`config.mk`:
```
export PLATFORM = sky130hd
export DESIGN_NAME = pimb_mask_bank
export DESIGN_NICKNAME = d
export VERILOG_FILES = /design/src/hdl/pimb_pkg.sv /design/src/hdl/pimb_mask_bank.sv
export VERILOG_INCLUDE_DIRS = /design/src /design/src/hdl
export SDC_FILE = /design/constraint.sdc
export NUM_CORES = 1
export LEC_CHECK = 0
export BUFFER_PORTS_ARGS = -buffer_cell sky130_fd_sc_hd__buf_4
export CAP_MARGIN = 20
export CORE_MARGIN = 1.5
export CORE_UTILIZATION = 41
export DETAILED_ROUTE_END_ITERATION = 12
export MAX_ROUTING_LAYER = met4
export PLACE_DENSITY = 0.92
export SLEW_MARGIN = 30
export SYNTH_ARGS = -nofsm -noshare
export SYNTH_HDL_FRONTEND = slang
export SYNTH_SLANG_ARGS = --single-unit
```
`constraint.sdc`:
```
create_clock -name clk -period 2.05 [get_ports clk]
set_clock_uncertainty 0.15 [all_clocks]
set_input_delay 0.41 -clock clk [delete_from_list [all_inputs] [get_ports clk]]
set_output_delay 0.41 -clock clk [all_outputs]
set_load 0.02 [all_outputs]
```
`src/hdl/pimb_map.svh`:
```
`ifndef PIMB_MAP_SVH
`define PIMB_MAP_SVH

// Register location on the special-function register bus
`define PIMB_MASK1_ADDR     8'he6
`define PIMB_MASK1_RESET    8'h00

// Mask bit positions
`define PIMB_BIT_TWOWIRE    0
`define PIMB_BIT_PORT_MATCH 1
`define PIMB_BIT_ADC_WINDOW 2
`define PIMB_BIT_COUNTER    3
`define PIMB_BIT_ADC_DONE   4
`define PIMB_BIT_COMPARATOR 5

// Writable bits; bits 7:6 are reserved, drop writes and read back zero
`define PIMB_RW_BITS        8'h3f

`endif

```
`src/hdl/pimb_pkg.sv`:
```
package pimb_pkg;

  // Pending flags from the six peripheral sources
  typedef struct packed {
    logic comparator_rise_flag;
    logic comparator_fall_flag;
    logic adc_done_flag;
    logic counter_array_flag;
    logic adc_window_flag;
    logic port_match_flag;
    logic twowire_flag;
  } pimb_flags_t;

  // Masked requests toward the processor interrupt logic
  typedef struct packed {
    logic comparator;
    logic adc_done;
    logic counter_array;
    logic adc_window;
    logic port_match;
    logic twowire;
  } pimb_req_t;

  // Special-function register bus access
  typedef struct packed {
    logic       wr;
    logic       rd;
    logic [7:0] addr;
    logic [7:0] wdata;
  } pimb_sfr_t;

endpackage

```
`src/hdl/pimb_mask_bank.sv`:
```
`timescale 1ns/1ps
`include "pimb_map.svh"
// How it works
// - Mask bit 5 passes comparator rise or fall flag requests when set.
// - Mask bit 4 passes the ADC conversion-complete request when set.
// - Mask bit 3 passes counter array requests when set.
// - Mask bit 2 passes the ADC window-compare request when set.
// - Mask bit 1 passes the port-match request when set.
// - Mask bit 0 passes the two-wire controller request when set.
module pimb_mask_bank (
  input  wire logic                 clk,
  input  wire logic                 rst_n,
  input  wire pimb_pkg::pimb_sfr_t  sfr,
  input  wire pimb_pkg::pimb_flags_t flags,
  output logic [7:0]                sfr_rdata,
  output pimb_pkg::pimb_req_t       irq_req,
  output logic [5:0]                irq_mask
);

  ////////////////////////////////////////////////////////////
  // Sizes

  // One mask bit per gated source; the top two register bits are reserved
  localparam int unsigned NUM_SRC  = 6;
  localparam int unsigned REG_BITS = 8;

  ////////////////////////////////////////////////////////////
  // Decoding helpers

  // Write and read paths share one address decode
  function automatic logic addr_hit(
    input logic [7:0] addr
  );
    return addr == `PIMB_MASK1_ADDR;
  endfunction

  // Comparator keeps two edge flags behind a single mask bit
  function automatic logic [5:0] src_vec(
    input pimb_pkg::pimb_flags_t f
  );
    logic [5:0] v;
    v                       = 6'h00;
    v[`PIMB_BIT_COMPARATOR] = f.comparator_rise_flag | f.comparator_fall_flag;
    v[`PIMB_BIT_ADC_DONE]   = f.adc_done_flag;
    v[`PIMB_BIT_COUNTER]    = f.counter_array_flag;
    v[`PIMB_BIT_ADC_WINDOW] = f.adc_window_flag;
    v[`PIMB_BIT_PORT_MATCH] = f.port_match_flag;
    v[`PIMB_BIT_TWOWIRE]    = f.twowire_flag;
    return v;
  endfunction

  // Bit positions back to the named request fields
  function automatic pimb_pkg::pimb_req_t req_pack(
    input logic [5:0] v
  );
    pimb_pkg::pimb_req_t r;
    r               = '0;
    r.comparator    = v[`PIMB_BIT_COMPARATOR];
    r.adc_done      = v[`PIMB_BIT_ADC_DONE];
    r.counter_array = v[`PIMB_BIT_COUNTER];
    r.adc_window    = v[`PIMB_BIT_ADC_WINDOW];
    r.port_match    = v[`PIMB_BIT_PORT_MATCH];
    r.twowire       = v[`PIMB_BIT_TWOWIRE];
    return r;
  endfunction

  // Reserved bits never reach storage or the read port
  function automatic logic [7:0] keep_rw(
    input logic [7:0] v
  );
    return v & `PIMB_RW_BITS;
  endfunction

  ////////////////////////////////////////////////////////////
  // Bus decode

  logic wr_hit;
  logic rd_hit;

  assign wr_hit = sfr.wr & addr_hit(sfr.addr);
  assign rd_hit = sfr.rd & addr_hit(sfr.addr);

  ////////////////////////////////////////////////////////////
  // Mask register

  logic [REG_BITS-1:0] mask_ff;
  logic [REG_BITS-1:0] nxt_mask;

  always_comb begin
    nxt_mask = mask_ff;
    if (wr_hit) begin
      nxt_mask = keep_rw(sfr.wdata);
    end
  end

  always_ff @(posedge clk) begin
    if (!rst_n) begin
      mask_ff <= `PIMB_MASK1_RESET;
    end else begin
      mask_ff <= nxt_mask;
    end
  end

  ////////////////////////////////////////////////////////////
  // Mask copy on its own port

  // Fed from the next value so it never lags the register
  always_ff @(posedge clk) begin
    if (!rst_n) begin
      irq_mask <= 6'h00;
    end else begin
      irq_mask <= nxt_mask[NUM_SRC-1:0];
    end
  end

  ////////////////////////////////////////////////////////////
  // Read port; unmapped addresses read zero

  logic [REG_BITS-1:0] nxt_rdata;

  always_comb begin
    nxt_rdata = 8'h00;
    if (rd_hit) begin
      nxt_rdata = keep_rw(mask_ff);
    end
  end

  always_ff @(posedge clk) begin
    if (!rst_n) begin
      sfr_rdata <= 8'h00;
    end else begin
      sfr_rdata <= nxt_rdata;
    end
  end

  ////////////////////////////////////////////////////////////
  // Gating

  logic [NUM_SRC-1:0] src;
  logic [NUM_SRC-1:0] nxt_req;

  assign src = src_vec(flags);

  // Flags are only read here, so masking leaves them pending
  for (genvar i = 0; i < NUM_SRC; i++) begin : g_gate
    assign nxt_req[i] = src[i] & mask_ff[i];
  end

  always_ff @(posedge clk) begin
    if (!rst_n) begin
      irq_req <= '0;
    end else begin
      irq_req <= req_pack(nxt_req);
    end
  end

endmodule

```
==> results of run 1 <==
## metrics by stage
step | utilization, % | area, sq um | power, mW | setup slack, ps
after floorplan | - | 659 | 0.379 | 701
after global placement | 64.4 | 970 | 0.413 | 499
after detailed placement | 64.4 | 970 | 0.415 | 470
after CTS | 66.8 | 1010 | 0.626 | 652
after global routing | 66.8 | 1010 | 0.643 | 615
final | 66.8 | 1010 | 0.626 | 655
## worst max path at each step
stage          slack (ps)   startpoint           to
3_5_place_dp          470      sfr[11]  irq_mask[2]
3_3_place_gp          500      sfr[11]  irq_mask[2]
5_1_grt               610  irq_mask[2]  irq_mask[2]
2_1_floorplan         700      sfr[11]  irq_mask[0]
4_1_cts               650  irq_mask[0]  irq_mask[0]
6_report              660  irq_mask[0]  irq_mask[0]
## cells by family (layout without fill, tap and decap cells)
kind of cell / count (synthesis) / after routing / share of synthesized area, %
buffers and inverters: 5 / 47 / 4.39
DFF: 18 / 18 / 55.0
muxes: 6 / 6 / 9.16
other: 1 / 2 / 0.572
and+or+nand+nor: 30 / 30 / 30.9
## report_power, final
part	switching (mW)	leakage, nW	internal (mW)
Sequential	0.000134	0.145	0.350
Clock	0.110	0.0210	0.108
Combinational	0.0226	0.337	0.0354
Total	0.133	0.503	0.493
## metal layers
metal  GRT usage (%)  vias up
met2            33.3       31
li1                -      276
met3            4.68        6
met4            9.70        0
met1            16.4      263
met5               -        -
## layout make-up
| type | instances | area, sq um | share of cell area (%) |
|---|---|---|---|
| clock buffer | 4 | 36.3 | 3.61 |
| inverter | 1 | 3.75 | 0.373 |
| multi-input combinational | 38 | 270 | 26.9 |
| sequential | 18 | 360 | 35.8 |
| tap | 16 | 20.0 | 1.99 |
| timing repair buffer | 42 | 315 | 31.3 |
## cell usage after synthesis
library cell / count / share of area, %
dfxtp_1: 18 / 55
nand4b_4: 1 / 3.6
mux2i_1: 6 / 9.2
inv_1: 1 / 0.57
nand4bb_4: 1 / 4.2
nor3_2: 1 / 1.5
and3_1: 5 / 4.8
conb_1: 1 / 0.57
and2_1: 6 / 5.7
nor2_1: 2 / 1.1
nand2_1: 13 / 7.4
nor3_4: 1 / 2.5
buf_4: 2 / 2.3
buf_2: 2 / 1.5
## state kept, by name, indices dropped and copies added, names as in the netlist
register	cells
irq_mask	6
irq_req	6
sfr_rdata	6
==> summary.md, run 1 <==
| Metric | Value |
|---|---|
| Status | `finished, final reports clean` |
| Sequential share of the synthesized area | `55.0%` |
| DR pass1 iterations | `4` |
| Die width | `43.0 um` |
| CTS max path bufs | `2` |
| Final ANT Viol Nets | `0` |
| Max_cap viols | `0` |
| HP Start | `flags[6]` |
| Leading cell type in the layout, fill and taps excluded | `buf_4` |
| DR DRC count | `0` |
| Worst EP arrival | `830 ps` |
| Clk slew on worst S/H paths | `100 ps` |
| Routed met1 length | `509 um` |
| Placement Rows | `14` |
| Final wirelength | `1520 um` |
| Post-Route Setup TNS | `0 ps` |
| Clock Sinks | `18` |
| Final slew viol count | `0` |
| CTS tree | `yes` |
| Synthesis Warnings | `0` |
| CP bufs+invs | `1` |
| Core ar. | `0.00151 sq mm` |
| R2R setup slack | `1230 ps` |
| Hold EP | `irq_req[5]` |
| Syn_area_per_cell | `10.9 sq um` |
| Yosys reg bits | `18` |
| Largest net degree at the start of global routing | `19` |
| Placed Cells | `115` |
| Initial cell density of the core | `43.5%` |
| Worst path depth | `1` |
| Worst-Skew Late Latency | `290 ps` |
| Period minus WS final | `1390 ps` |
| Final setup violation count | `0` |
| Met3 WL | `130 um` |
| Worst reg-to-reg path cell count | `2` |
| Hold WC Path Type | `in -> reg` |
| Die height | `43.0 um` |
| Final period utilization | `68.0%` |
| Metal2 WL | `825 um` |
| Hold Path Stages | `3` |
| Maximum VDD drop | `361 uV` |
| Share of layout cells above drive strength 1 | `48.5%` |
| Synth unique cells | `14` |
| Crit-path cells | `buf_4` |
| Critical R2R Capture | `irq_mask[2]` |
| Mapped Cells | `60` |
| Hold_buf cts | `0` |
| CP Launch Type | `flop` |
| # resized after CTS | `0` |
| Layout Cells excl Fill | `119` |
| CP max-delay cell | `dfxtp_1` |
| TritonCTS Buffers | `3` |
| Slowest cell delay on critical path | `380 ps` |
| Pwr Density | `622 mW/mm^2` |
| First-pass GRT wire length | `2330 um` |
| Worst EP required | `1490 ps` |
| Antenna diodes | `0` |
| Wire per inst | `12.8 um` |
| RePlAce Congestion | `0.730` |
| CTS root buf | `clkbuf_4` |
| Top Ports | `47` |
| CTS H-Tree Depth | `1` |
| Dpl hpwl | `1140 um` |
| Most frequent cells in the layout | `buf_4 (42), dfxtp_1 (18), nand2_1 (13)` |
| Antenna violations before repair | `0` |
| Total die area | `0.00185 sq mm` |
| GRT overflow | `0` |
| Port Buf Inserts | `42` |
| Min Hold Slack | `174 ps` |
| CP endpoint kind | `output pin` |
| Top Layer Used | `met4` |
| Via Count | `576` |
| Crit Path Category | `reg -> out` |
| NumNets Final | `131` |
| Setup Buffers After CTS | `0` |
| Total Routing Usage GR | `18.0%` |
| Crit-path max FO | `4` |
| Critical path's top delay family | `flip-flops` |
| Vias in the first global route | `586` |
| FF-to-FF Start | `irq_mask[2]` |
| Drt first-iter violations | `5` |
| Final Hold Fails | `0` |
| P_leak | `0.503 nW` |
| Area growth from synthesis to layout | `53.4%` |
| Post-synthesis instance area | `656 sq um` |
| Detailed-route vias per instance | `4.84` |
| RSZ-0062 raised after global routing | `no` |
| Fmax | `717 MHz` |
| Fill count | `110` |
Note: power is estimated with default switching activity, not from simulation.
==> inputs of run 2 (changes only) <==
--- a/config.mk
+++ b/config.mk
@@ -9,10 +9,10 @@
 export BUFFER_PORTS_ARGS = -buffer_cell sky130_fd_sc_hd__buf_4
 export CAP_MARGIN = 20
 export CORE_MARGIN = 1.5
-export CORE_UTILIZATION = 41
+export CORE_UTILIZATION = 34
 export DETAILED_ROUTE_END_ITERATION = 12
 export MAX_ROUTING_LAYER = met4
-export PLACE_DENSITY = 0.92
+export PLACE_DENSITY = 0.82
 export SLEW_MARGIN = 30
 export SYNTH_ARGS = -nofsm -noshare
 export SYNTH_HDL_FRONTEND = slang
==> constraint.sdc (replaced) <==
create_clock -name clk -period 1.13 [get_ports clk]
set_clock_uncertainty 0.15 [all_clocks]
set_input_delay 0.226 -clock clk [delete_from_list [all_inputs] [get_ports clk]]
set_output_delay 0.226 -clock clk [all_outputs]
set_load 0.02 [all_outputs]
==> summary.md, run 2 (synthesis results as in run 1) <==
| Metric | Value |
|---|---|
| RSZ-0062 raised after global routing | `yes` |
| Top Ports | `47` |
| Drt first-iter violations | `10` |
| NumNets Final | `143` |
| Final Hold Fails | `0` |
| Worst EP arrival | `750 ps` |
| Max_cap viols | `0` |
| Largest regs | `irq_mask x6, irq_req x6, sfr_rdata x6` |
| TritonCTS Buffers | `3` |
| Dpl hpwl | `1080 um` |
| CTS H-Tree Depth | `1` |
| Slowest cell delay on critical path | `350 ps` |
| Share of layout cells above drive strength 1 | `69.3%` |
| Initial cell density of the core | `37.2%` |
| Status | `finished, final reports clean` |
| Worst EP required | `750 ps` |
| CP bufs+invs | `1` |
| Fmax | `888 MHz` |
| Period minus WS final | `1130 ps` |
| Antenna violations before repair | `0` |
| Clock Sinks | `18` |
| Hold WC Path Type | `in -> reg` |
| Worst-Skew Late Latency | `280 ps` |
| Hold_buf cts | `0` |
| Final setup violation count | `0` |
| CTS tree | `yes` |
| Largest net degree at the start of global routing | `18` |
| Maximum VDD drop | `357 uV` |
| CP max-delay cell | `dfxtp_2` |
| Area growth from synthesis to layout | `80.5%` |
| Leading cell type in the layout, fill and taps excluded | `buf_4` |
| Wire per inst | `11.5 um` |
| P_leak | `0.582 nW` |
| Total die area | `0.00220 sq mm` |
| Total Power | `1.04 mW` |
| Layout Cells excl Fill | `139` |
| CTS max path bufs | `2` |
| Final ANT Viol Nets | `0` |
| Antenna diodes | `0` |
| Detailed-route vias per instance | `4.45` |
| Total Routing Usage GR | `14.1%` |
| Most frequent cells in the layout | `buf_4 (36), dfxtp_2 (18), buf_6 (18)` |
| Vias in the first global route | `537` |
| Final period utilization | `99.7%` |
| Clk slew on worst S/H paths | `90 ps` |
| Crit-path max FO | `2` |
| Placed Cells | `128` |
| Die width | `46.9 um` |
| Crit Path Category | `reg -> out` |
| GRT overflow | `0` |
| Register area | `383 sq um` |
| Core ar. | `0.00176 sq mm` |
| Final wirelength | `1600 um` |
| DR DRC count | `0` |
| Fill count | `135` |
| Crit-path cells | `buf_6` |
| Final slew viol count | `0` |
| Pwr Density | `876 mW/mm^2` |
| CP Launch Type | `flop` |
| Area of the multi-input gates | `270 sq um` |
| Placement Rows | `15` |
| Port Buf Inserts | `42` |
| First-pass GRT wire length | `2110 um` |
| Critical path's top delay family | `flip-flops` |
| CP endpoint kind | `output pin` |
| DR pass1 iterations | `3` |
| Via Count | `618` |
| Post-Route Setup TNS | `0 ps` |
| RePlAce Congestion | `0.708` |
| CTS root buf | `clkbuf_4` |
| Die height | `46.9 um` |
[run 2: final timing paths]
path                            slack [ps]  depth (start not counted)   startpoint      endpoint
worst min-delay path                   0.8                          3     flags[6]    irq_req[5]
worst min register to register         420                          2  irq_mask[5]  sfr_rdata[5]
worst max-delay path                     3                          1  irq_mask[3]   irq_mask[3]
worst max register to register         140                          3  irq_mask[3]    irq_req[3]
[run 2: routing by layer]
metal / track usage (%) / part of all wire, % / vias to the layer above / wire length [um]
li1: - / - / 298 / -
met1: 14.1 / 38 / 280 / 605
met2: 25.5 / 52 / 35 / 839
met3: 4.23 / 8.3 / 5 / 133
met4: 5.00 / 1.4 / 0 / 22
met5: - / 0 / - / 0
[run 2: cell type report]
cell class | count | area share (%)
repair buffers | 54 | 40.0
flip-flops and latches | 18 | 32.3
multi-input cells | 38 | 22.8
well taps | 25 | 2.64
clock buffers | 3 | 1.90
inverters | 1 | 0.317
[run 2: per-stage QoR]
stage                     util (%)  area [sq um]  worst slack [ps]  hold WS (ps)
after floorplan                  -           659             -35.0           192
after global placement        57.3          1010              -131           294
after detailed placement      57.3          1010              -187           305
after CTS                     62.2          1100              1.08          11.2
after global routing          67.1          1180             -30.5          17.7
final                         67.1          1180              3.26         0.756
[run 2: power breakdown]
part,internal (mW),switching (mW),leakage (nW)
Sequential,0.633,0.000228,0.154
Combinational,0.0671,0.0408,0.414
Clock,0.124,0.172,0.0138
[run 2: what timing repair did]
| action | CTS | global route |
|---|---|---|
| resized for setup | 9 | 27 |
| endpoints found under the hold margin | 0 | 0 |
| buffers inserted | 6 | 2 |
| setup endpoints to repair | 6 | 18 |
| cloned | 0 | 0 |
